`config.mk`:
```
export PLATFORM = sky130hd
export DESIGN_NAME = qcil_top
export DESIGN_NICKNAME = d
export VERILOG_FILES = /design/src/common/qcil_pkg.sv /design/src/core/qcil_top.sv
export VERILOG_INCLUDE_DIRS = /design/src /design/src/common
export SDC_FILE = /design/constraint.sdc
export NUM_CORES = 1
export LEC_CHECK = 0
export BUFFER_PORTS_ARGS = -buffer_cell sky130_fd_sc_hd__buf_2
export CORE_ASPECT_RATIO = 1.5
export CORE_UTILIZATION = 66
export DETAILED_ROUTE_END_ITERATION = 10
export GPL_TIMING_DRIVEN = 0
export PLACE_DENSITY = 0.83
export SLEW_MARGIN = 20
export SYNTH_ARGS = -nofsm -noshare
export SYNTH_HDL_FRONTEND = slang
export SYNTH_SLANG_ARGS = --single-unit
```
`constraint.sdc`:
```
create_clock -name clk_i -period 10.7 [get_ports clk_i]
set_input_delay 0 -clock clk_i [delete_from_list [all_inputs] [get_ports clk_i]]
set_output_delay 0 -clock clk_i [all_outputs]
set_load 0.02 [all_outputs]
```
`src/common/qcil_consts.svh`:
```
// Constants of the quadrature counter and request logic: offsets, fields, reset values.
// Assumes inclusion by the package and the core; holds definitions only.
`ifndef QCIL_CONSTS_SVH
`define QCIL_CONSTS_SVH

// Register offsets inside one channel window (byte addresses)
`define QCIL_OFF_CTRL 5'h00
`define QCIL_OFF_FLAG 5'h04
`define QCIL_OFF_IEN 5'h08
`define QCIL_OFF_COUNT 5'h0C
`define QCIL_OFF_MATCH_A 5'h10
`define QCIL_OFF_MATCH_B 5'h14
`define QCIL_OFF_MATCH_C 5'h18
`define QCIL_OFF_MATCH_D 5'h1C
// Channel windows are 32 bytes apart; channel index sits in these address bits
`define QCIL_CH_MSB 6
`define QCIL_CH_LSB 5

// Field positions in the flag and enable registers
`define QCIL_BIT_MATCH_A 0
`define QCIL_BIT_OVERFLOW 4
`define QCIL_BIT_UNDERFLOW 5
`define QCIL_BIT_CONV_TRIG 7

// Implemented flag bits: channel 0 has four match registers, no underflow
`define QCIL_FLAG_MASK_CH0 6'h1F
`define QCIL_FLAG_MASK_PH 6'h33

// Count mode codes in the control register
`define QCIL_MODE_OFF 3'h0
`define QCIL_MODE_PH1 3'h1
`define QCIL_MODE_PH2 3'h2
`define QCIL_MODE_PH3 3'h3
`define QCIL_MODE_PH4 3'h4

// Reset values and the count maximum
`define QCIL_RST_COUNT 16'h0000
`define QCIL_RST_MATCH 16'hFFFF
`define QCIL_COUNT_MAX 16'hFFFF

`endif

```
`src/common/qcil_pkg.sv`:
```
// Types of the quadrature counter and request logic.
// Assumes the constants header sits beside it in common/.
`include "qcil_consts.svh"

package qcil_pkg;

  // Classic Wishbone request from the master
  typedef struct packed {
    logic cyc;
    logic stb;
    logic we;
    logic [7:0] adr;
    logic [3:0] sel;
    logic [31:0] dat;
  } qcil_wb_req_t;

  // Whole state of the core
  typedef struct packed {
    logic [3:0] sy1;
    logic [3:0] sy2;
    logic [3:0] old;
    logic [2:0][2:0] mode;
    logic [2:0][5:0] flag;
    logic [2:0][7:0] ien;
    logic [2:0][15:0] cnt;
    logic [2:0][3:0][15:0] mreg;
    logic [12:0] irq;
    logic [7:0] xreq;
    logic [2:0] adc;
    logic irq_any;
    logic [3:0] irq_top;
    logic ack;
    logic [31:0] dat;
  } qcil_state_t;

endpackage : qcil_pkg

```
`src/core/qcil_top.sv`:
```
// Quadrature counter with match flags, interrupt, transfer and converter requests.
// Assumes a classic Wishbone master on clk_i and asynchronous phase pins.
//
// The register addresses and the Wishbone interface to the registers were decided locally.
`timescale 1ns/1ps
`default_nettype none
`include "qcil_consts.svh"

module qcil_top (
  input wire logic clk_i,
  input wire logic rst_i,
  input wire qcil_pkg::qcil_wb_req_t wb_i,
  output logic wb_ack_o,
  output logic [31:0] wb_dat_o,
  input wire logic ext_clk_in_a_i,
  input wire logic ext_clk_in_b_i,
  input wire logic ext_clk_in_c_i,
  input wire logic ext_clk_in_d_i,
  input wire logic [7:0] xfer_ack_i,
  output logic [12:0] irq_o,
  output logic irq_any_o,
  output logic [3:0] irq_top_o,
  output logic [7:0] xfer_req_o,
  output logic [2:0] adc_start_o
);
  import qcil_pkg::*;

  qcil_state_t q;
  qcil_state_t n;

  ////////////////////////////////////////////////////////////////////////////
  // Byte-lane merge of a 16-bit register
  function automatic logic [15:0] wmerge(input logic [15:0] old, input logic [31:0] d,
                                         input logic [3:0] sel);
    logic [15:0] r;
    r = old;
    if (sel[0]) begin
      r[7:0] = d[7:0];
    end
    if (sel[1]) begin
      r[15:8] = d[15:8];
    end
    return r;
  endfunction : wmerge

  ////////////////////////////////////////////////////////////////////////////
  // Next-state logic
  always_comb begin
    logic req;
    logic wr;
    logic [1:0] wch;
    logic [4:0] woff;
    logic a;
    logic b;
    logic ar;
    logic af;
    logic br;
    logic bf;
    logic up;
    logic dn;
    logic ov;
    logic un;
    logic cwr;
    logic [3:0] mwr;
    logic [5:0] ev;
    logic [5:0] msk;
    logic [5:0] clr;
    logic [7:0] xa;
    logic [31:0] rd;
    req = 1'b0;
    wr = 1'b0;
    wch = 2'h0;
    woff = 5'h00;
    a = 1'b0;
    b = 1'b0;
    ar = 1'b0;
    af = 1'b0;
    br = 1'b0;
    bf = 1'b0;
    up = 1'b0;
    dn = 1'b0;
    ov = 1'b0;
    un = 1'b0;
    cwr = 1'b0;
    mwr = 4'h0;
    ev = 6'h00;
    msk = 6'h00;
    clr = 6'h00;
    xa = xfer_ack_i;
    rd = 32'h0000_0000;
    n = q;
    n.adc = 3'h0;

    n.sy1 = {ext_clk_in_d_i, ext_clk_in_c_i, ext_clk_in_b_i, ext_clk_in_a_i};
    n.sy2 = q.sy1;
    n.old = q.sy2;

    // Bus decode: one access per request, ack for one cycle
    req = wb_i.cyc & wb_i.stb & ~q.ack;
    wr = req & wb_i.we;
    wch = wb_i.adr[`QCIL_CH_MSB:`QCIL_CH_LSB];
    woff = wb_i.adr[4:0];
    n.ack = req;

    for (int c = 0; c < 3; c++) begin
      msk = (c == 0) ? `QCIL_FLAG_MASK_CH0 : `QCIL_FLAG_MASK_PH;
      // channel 1 on pins a,b; channel 2 on pins c,d
      if (c != 0) begin
        a = q.sy2[2 * c - 2];
        b = q.sy2[2 * c - 1];
        ar = a & ~q.old[2 * c - 2];
        af = ~a & q.old[2 * c - 2];
        br = b & ~q.old[2 * c - 1];
        bf = ~b & q.old[2 * c - 1];
      end else begin
        a = 1'b0;
        b = 1'b0;
        ar = 1'b0;
        af = 1'b0;
        br = 1'b0;
        bf = 1'b0;
      end
      up = 1'b0;
      dn = 1'b0;
      if (c == 0) begin
        up = (q.mode[c] != `QCIL_MODE_OFF);
      end else begin
        case (q.mode[c])
          `QCIL_MODE_PH1: begin
            up = (ar & ~b) | (af & b) | (br & a) | (bf & ~a);
            dn = (ar & b) | (af & ~b) | (br & ~a) | (bf & a);
          end
          `QCIL_MODE_PH2: begin
            up = af & b;
            dn = af & ~b;
          end
          // A fall up, B fall down
          `QCIL_MODE_PH3: begin
            up = af & b;
            dn = bf & a;
          end
          `QCIL_MODE_PH4: begin
            up = (br & a) | (bf & ~a);
            dn = (bf & a) | (br & ~a);
          end
          default: begin
            up = 1'b0;
            dn = 1'b0;
          end
        endcase
        if (up & dn) begin
          up = 1'b0;
          dn = 1'b0;
        end
      end

      // Software writes to this channel
      cwr = wr & (wch == 2'(c)) & (woff == `QCIL_OFF_COUNT);
      for (int r = 0; r < 4; r++) begin
        mwr[r] = wr & (wch == 2'(c)) & (woff == 5'(`QCIL_OFF_MATCH_A + 4 * r));
        if (mwr[r]) begin
          n.mreg[c][r] = wmerge(q.mreg[c][r], wb_i.dat, wb_i.sel);
        end
      end
      if (wr & (wch == 2'(c)) & (woff == `QCIL_OFF_CTRL) & wb_i.sel[0]) begin
        n.mode[c] = wb_i.dat[2:0];
      end
      if (wr & (wch == 2'(c)) & (woff == `QCIL_OFF_IEN) & wb_i.sel[0]) begin
        n.ien[c] = wb_i.dat[7:0] & {2'b10, msk};
      end

      // Counter: a software write wins over a count step and its wrap flag
      ov = 1'b0;
      un = 1'b0;
      if (cwr) begin
        n.cnt[c] = wmerge(q.cnt[c], wb_i.dat, wb_i.sel);
      end else if (up) begin
        n.cnt[c] = 16'(q.cnt[c] + 16'h0001);
        ov = (q.cnt[c] == `QCIL_COUNT_MAX);
      end else if (dn) begin
        n.cnt[c] = 16'(q.cnt[c] - 16'h0001);
        un = (q.cnt[c] == 16'h0000);
      end

      // compare match when the count steps onto a match value
      ev = 6'h00;
      for (int r = 0; r < 4; r++) begin
        ev[r] = (up | dn) & ~cwr & ~mwr[r] & (n.cnt[c] == q.mreg[c][r]);
      end
      ev[`QCIL_BIT_OVERFLOW] = ov;
      ev[`QCIL_BIT_UNDERFLOW] = un;
      ev = ev & msk;

      // write zero clears, transfer activation clears its flag
      clr = 6'h00;
      if (wr & (wch == 2'(c)) & (woff == `QCIL_OFF_FLAG) & wb_i.sel[0]) begin
        clr = ~wb_i.dat[5:0];
      end
      if (c == 0) begin
        clr[3:0] = clr[3:0] | xa[3:0];
      end else begin
        clr[1:0] = clr[1:0] | xa[2 * c + 3 -: 2];
      end
      // an event sets its flag; set wins over clear
      n.flag[c] = ((q.flag[c] & ~clr) | ev) & msk;

      // register A event with converter trigger enabled
      n.adc[c] = ev[`QCIL_BIT_MATCH_A] & q.ien[c][`QCIL_BIT_CONV_TRIG];
    end

    // each request gated by its own enable, in priority order
    n.irq = {n.flag[2][5:4] & n.ien[2][5:4], n.flag[2][1:0] & n.ien[2][1:0],
             n.flag[1][5:4] & n.ien[1][5:4], n.flag[1][1:0] & n.ien[1][1:0],
             n.flag[0][4:0] & n.ien[0][4:0]};
    // transfer starts from match requests only
    n.xreq = {n.irq[10:9], n.irq[6:5], n.irq[3:0]};
    n.irq_any = |n.irq;
    // lowest index is the highest priority
    n.irq_top = 4'hF;
    for (int i = 12; i >= 0; i--) begin
      if (n.irq[i]) begin
        n.irq_top = 4'(i);
      end
    end

    // Read data; unmapped offsets and the fourth window read zero
    if (wch != 2'h3) begin
      case (woff)
        `QCIL_OFF_CTRL: rd[2:0] = q.mode[wch];
        `QCIL_OFF_FLAG: rd[5:0] = q.flag[wch];
        `QCIL_OFF_IEN: rd[7:0] = q.ien[wch];
        `QCIL_OFF_COUNT: rd[15:0] = q.cnt[wch];
        `QCIL_OFF_MATCH_A: rd[15:0] = q.mreg[wch][0];
        `QCIL_OFF_MATCH_B: rd[15:0] = q.mreg[wch][1];
        `QCIL_OFF_MATCH_C: rd[15:0] = (wch == 2'h0) ? q.mreg[wch][2] : 16'h0000;
        `QCIL_OFF_MATCH_D: rd[15:0] = (wch == 2'h0) ? q.mreg[wch][3] : 16'h0000;
        default: rd = 32'h0000_0000;
      endcase
    end
    n.dat = (req & ~wb_i.we) ? rd : 32'h0000_0000;
  end

  ////////////////////////////////////////////////////////////////////////////
  // State register
  always_ff @(posedge clk_i) begin
    if (rst_i) begin
      q <= '0;
      q.mreg <= {12{`QCIL_RST_MATCH}};
      q.cnt <= {3{`QCIL_RST_COUNT}};
      q.irq_top <= 4'hF;
    end else begin
      q <= n;
    end
  end

  // Outputs straight from the state register
  assign wb_ack_o = q.ack;
  assign wb_dat_o = q.dat;
  assign irq_o = q.irq;
  assign irq_any_o = q.irq_any;
  assign irq_top_o = q.irq_top;
  assign xfer_req_o = q.xreq;
  assign adc_start_o = q.adc;

endmodule : qcil_top

`default_nettype wire

```
==> out/metrics.yaml, run 1 <==
synthesis:
  synth_edf_count: 0
  syn_area_per_cell_um2: 7.630
  yosysTopAreaCell: "dfxtp_1"
  ys.warnings.count: 0
  async_flop_share_pct: 0
  ys_top_cells_by_area: "dfxtp_1, mux2i_1, nand2_1"
  dominantRegCellSynth: "dfxtp_1"
  yosysTopAreaCellShare_pct: 29.85
  ys_ff_latch: 264
  seq_area_frac_synth_pct: 29.85
  synth_area_um2: 17710
  netlist-cell-type-count: 105
  syn_inst: 2321
global_route:
  grtUsageTotal_pct: 68.66
  grt_overflow: 52
  first_global_vias: 21190
  grt_pass1_wl_um: 138800
  grt_start_max_net_pins: 17
cts:
  cts_buffers: 27
  cts_resized: 0
  cts_buffer_depth: 3
  cts_sinks: 264
  root_buffer: "clkbuf_16"
  h-tree-depth: 1
floorplan:
  chipWidth_um: 135.7
  io_pins: 123
  rows: 73
  die_y_um: 202.6
  initial_core_util_pct: 67.09
placed_design:
  dp_hpwl_um: 64850
  place_area_um2: 18580
  place_congestion: 1.232
  post-place-ws_ps: 5020
  placed_cells: 2749
  port_buffers: 75
status:
  status: "did not finish"
  error: "[ERROR GRT-0116] Global routing finished with congestion. Check the congestion regions in the DRC Viewer."
  lastStage: "global routing"
[cell families after synthesis]
kind of cell | count (synthesis) | synth area share (%)
buffers and inverters | 301 | 7.913
adder cells (fa/ha/maj) | 10 | 0.7066
XOR/XNOR | 97 | 5.893
flip-flops | 264 | 29.85
multiplexers | 120 | 6.924
other | 1 | 0.02118
AO/OA/AOI/OAI | 574 | 21.45
AND/OR/NAND/NOR | 954 | 27.25
[synth_stat cells (all sizes together) (16+ instances only)]
master / instances
a211oi: 24
a21oi: 119
a22oi: 18
a31oi: 17
and2: 19
and3: 21
buf: 92
clkbuf: 157
dfxtp: 264
inv: 51
mux2i: 109
nand2: 245
nand2b: 17
nand3: 111
nand4: 43
nor2: 238
nor2b: 24
nor3: 71
nor3b: 20
nor4: 36
o211ai: 35
o21a: 16
o21ai: 161
o22ai: 37
or3: 25
xnor2: 49
xor2: 34
[stage by stage]
stage	hold slack (ps)	util (%)
after floorplan	128.2	-
after global placement	213.9	70.32
after detailed placement	228.2	70.40
after CTS	1.872	74.61
[routing by layer]
layer  GRT usage (%)  overflow
met1           72.14         0
met2           87.76        18
met3           44.37         3
met4           68.98        31
met5           12.41         0
[what timing repair did]
item	in CTS
endpoints found under the hold margin	29
hold buffers	18
buffers inserted	0
==> run 2, diff against run 1 <==
--- a/config.mk
+++ b/config.mk
@@ -7,11 +7,10 @@
 export NUM_CORES = 1
 export LEC_CHECK = 0
 export BUFFER_PORTS_ARGS = -buffer_cell sky130_fd_sc_hd__buf_2
-export CORE_ASPECT_RATIO = 1.5
-export CORE_UTILIZATION = 66
+export CORE_UTILIZATION = 40
 export DETAILED_ROUTE_END_ITERATION = 10
 export GPL_TIMING_DRIVEN = 0
-export PLACE_DENSITY = 0.83
+export PLACE_DENSITY_LB_ADDON = 0.15
 export SLEW_MARGIN = 20
 export SYNTH_ARGS = -nofsm -noshare
 export SYNTH_HDL_FRONTEND = slang
==> out/metrics.yaml, run 2 <==
status:
  status: "complete, no violations"  # was did not finish
drt:
  drt_iter0_markers: 3275
  wl_per_cell_um: 32.17
  drt_wl_total_um: 99070
  route.vias.total: 20330
  via_per_inst: 6.602
  drtAntennaViolNets: 0
  drc: 0
  dr.pass1.iters: 8
timing:
  fmax_ghz: 0.1663
  worstMarginPinSlew_ps: 1323
  period_needed_ps: 6013
  finalCritPeriodShare_pct: 56.19
  final.setup.tns_ps: 0
  setup_viol: 0
  fin_worst_skew_ps: 23.04
  relSlewSlack_pct: 11.01
  hold_viol_final: 0
  drv_slew: 0
  rsz0062_at_grt: "no"
floorplan:
  dieArea_um2: 45120
  die_y_um: 212.4  # was 202.6 um
  io_pins: 123  # unchanged
  initial_core_util_pct: 40.84  # was 67.09%
  core-area_um2: 43360
  rows: 76  # was 73
  chipWidth_um: 212.4  # was 135.7 um
synthesis:
  ys.warnings.count: 0  # unchanged
  netlist-cell-type-count: 105  # unchanged
  dominantRegCellSynth: "dfxtp_1"  # unchanged
  yosysTopAreaCellShare_pct: 29.85  # unchanged
  post-synth-top-count-cell: "dfxtp_1"  # unchanged
  syn_area_per_cell_um2: 7.630  # unchanged
  synth_edf_count: 0  # unchanged
  async_flop_share_pct: 0  # unchanged
  yosysTopAreaCell: "dfxtp_1"  # unchanged
  synth_area_um2: 17710  # unchanged
  syn_inst: 2321  # unchanged
  ys_top_cells_by_count: "dfxtp_1, nand2_1, nor2_1"  # unchanged
  seq_area_frac_synth_pct: 29.85  # unchanged
  ys_ff_latch: 264  # unchanged
  ys_top_cells_by_area: "dfxtp_1, mux2i_1, nand2_1"  # unchanged
worst_setup_path:
  end_kind: "flip-flop"
  crit_top_cell: "nor3b_1"
  path_delay_family: "simple AND/OR/NAND/NOR gates"
  crit_required_ps: 11100
  reg2reg_depth: 17
  worst-path-stages: 17
  crit_arrival_ps: 6420
  crit_slowest_cell: "nor4b_2"
  slowest_delay_ps: 660
  critPathLaunchType: "flip-flop"
  worstPathMaxFanout: 10
  crit_buf_inv: 2
  crit_chain: "nor3b_1 -> nor3b_1 -> o311ai_0 -> and2_1 -> inv_1 -> ha_1 -> clkbuf_1 -> nor4b_1 -> nand3_1 -> and4_1 -> nor3_2 -> xnor2_1 -> a2111o_1 -> nor4b_2 -> nor2_1 -> a32oi_1 -> a21oi_1"
  crit_type: "flip-flop to flip-flop"
cts:
  insertion_delay_ps: 560
  cts_tree: "yes"
  cts_resized: 0  # unchanged
  root_buffer: "clkbuf_16"  # unchanged
  cts_buffer_depth: 3  # unchanged
  cts_sinks: 264  # unchanged
  h-tree-depth: 2  # was 1
  cts_buffers: 35  # was 27
  cts.clk_slew.worst_paths_ps: 60
global_route:
  grt_start_max_net_pins: 15
  grtUsageTotal_pct: 43.41
  grt_overflow: 0
  grt_pass1_wl_um: 136800
  antenna_found_initial: 8
  first_global_vias: 18320
final_layout:
  nFillCells: 4446
  layout-drive-gt1-share_pct: 11.12
  regMostFlops: "q"
  layout_commonest_cell: "dfxtp_1"
  mostFrequentLayoutCells: "dfxtp_1, nand2_1, nor2_1"
  nets: 2539
  largest_reg_flops: 218
  fin_cells: 3080
  regArea_um2: 5285
  multi_input_area_um2: 11100
  area_growth_pct: 14.54
power_and_ir_drop:
  p_comb_share_pct: 7.8
  ir_drop_uv: 104.1
  internal_power_mw: 1.785
  clkPwrFrac_pct: 51.9
  cellLeakagePower_nw: 7.388
  swShare_pct: 27.04
  p_switching_uw: 661.5
  power_density_nw_per_um2: 120.6
  seqPwrFrac_pct: 40.4
placed_design:
  port_buffers: 75  # unchanged
  dp_hpwl_um: 77810  # was 64850 um
  place_congestion: 1.036  # was 1.232
  placed_cells: 2998  # was 2749
run:
  cap_violations: 0
worst_hold_path:
  holdCritPathClass: "input pin to flip-flop"
  hold_depth: 3
## run 2: routing by layer
layer | share of wire [%] | global-route usage, %
met1 | 41 | 58.43
met2 | 41 | 63.00
met3 | 12 | 11.33
met4 | 6.0 | 23.12
met5 | 0.065 | 0
## run 2: metrics by stage
step	util [%]	instance area [um^2]	hold WS, ps	total power [mW]	setup slack, ps
after global placement	43.52	18870	209.4	1.181	5063
after detailed placement	43.60	18910	221.6	1.181	4945
after global routing	46.75	20270	38.94	2.479	4409
final	46.78	20280	35.90	2.446	4687
after floorplan	-	17760	128.2	1.100	6465
after CTS	46.73	20260	7.195	2.432	4903
## run 2: worst min-delay path: stages
cell and delay [ps]:
buf_2 200, inv_1 200, o211ai_1 120
## run 2: cells by family after synthesis
| logic type | after synthesis | share of synthesized area [%] |
|---|---|---|
| and+or+nand+nor | 954 | 27.25 |
| AOI/OAI and AO/OA | 574 | 21.45 |
| buffers and inverters | 301 | 7.913 |
| DFF | 264 | 29.85 |
| muxes | 120 | 6.924 |
| xor gates and xnor gates | 97 | 5.893 |
| adders and majority gates | 10 | 0.7066 |
| other | 1 | 0.02118 |
## run 2: final timing paths
kind / slack [ps] / to / start
max reg2reg: 4690 / irq_top_o[0]$_SDFF_PP1_ / q[352]$_SDFFE_PP0P_
min reg2reg: 440 / n[356]$_SDFF_PP0_ / n[360]$_SDFF_PP0_
max: 4690 / irq_top_o[0]$_SDFF_PP1_ / q[352]$_SDFFE_PP0P_
min: 40 / q[86]$_SDFFE_PP1P_ / wb_i[8]
## run 2: what timing repair did
item / CTS / global route
endpoints found under the hold margin: 25 / 0
hold buffers: 17 / 0
setup buffers: 0 / 0
## run 2: power by group through the flow
stage | registers, mW | clock network [mW] | logic (mW)
4_1_cts | 0.987 | 1.27 | 0.177
3_3_place_gp | 1.01 | 0 | 0.172
2_1_floorplan | 1.01 | 0 | 0.0911
5_1_grt | 0.987 | 1.30 | 0.190
3_5_place_dp | 1.01 | 0 | 0.172
6_report | 0.987 | 1.27 | 0.190
## run 2: layout make-up
| class | count | area share [%] |
|---|---|---|
| multi-input cells | 1771 | 54.72 |
| repair buffers | 95 | 2.807 |
| well taps | 585 | 3.609 |
| plain buffers | 249 | 5.953 |
| diodes | 4 | 0.04935 |
| inverters | 52 | 0.9623 |
| clock inverters | 16 | 1.166 |
| clock buffers | 44 | 4.682 |
| flip-flops and latches | 264 | 26.06 |
Power figures use the tool's default switching activity.
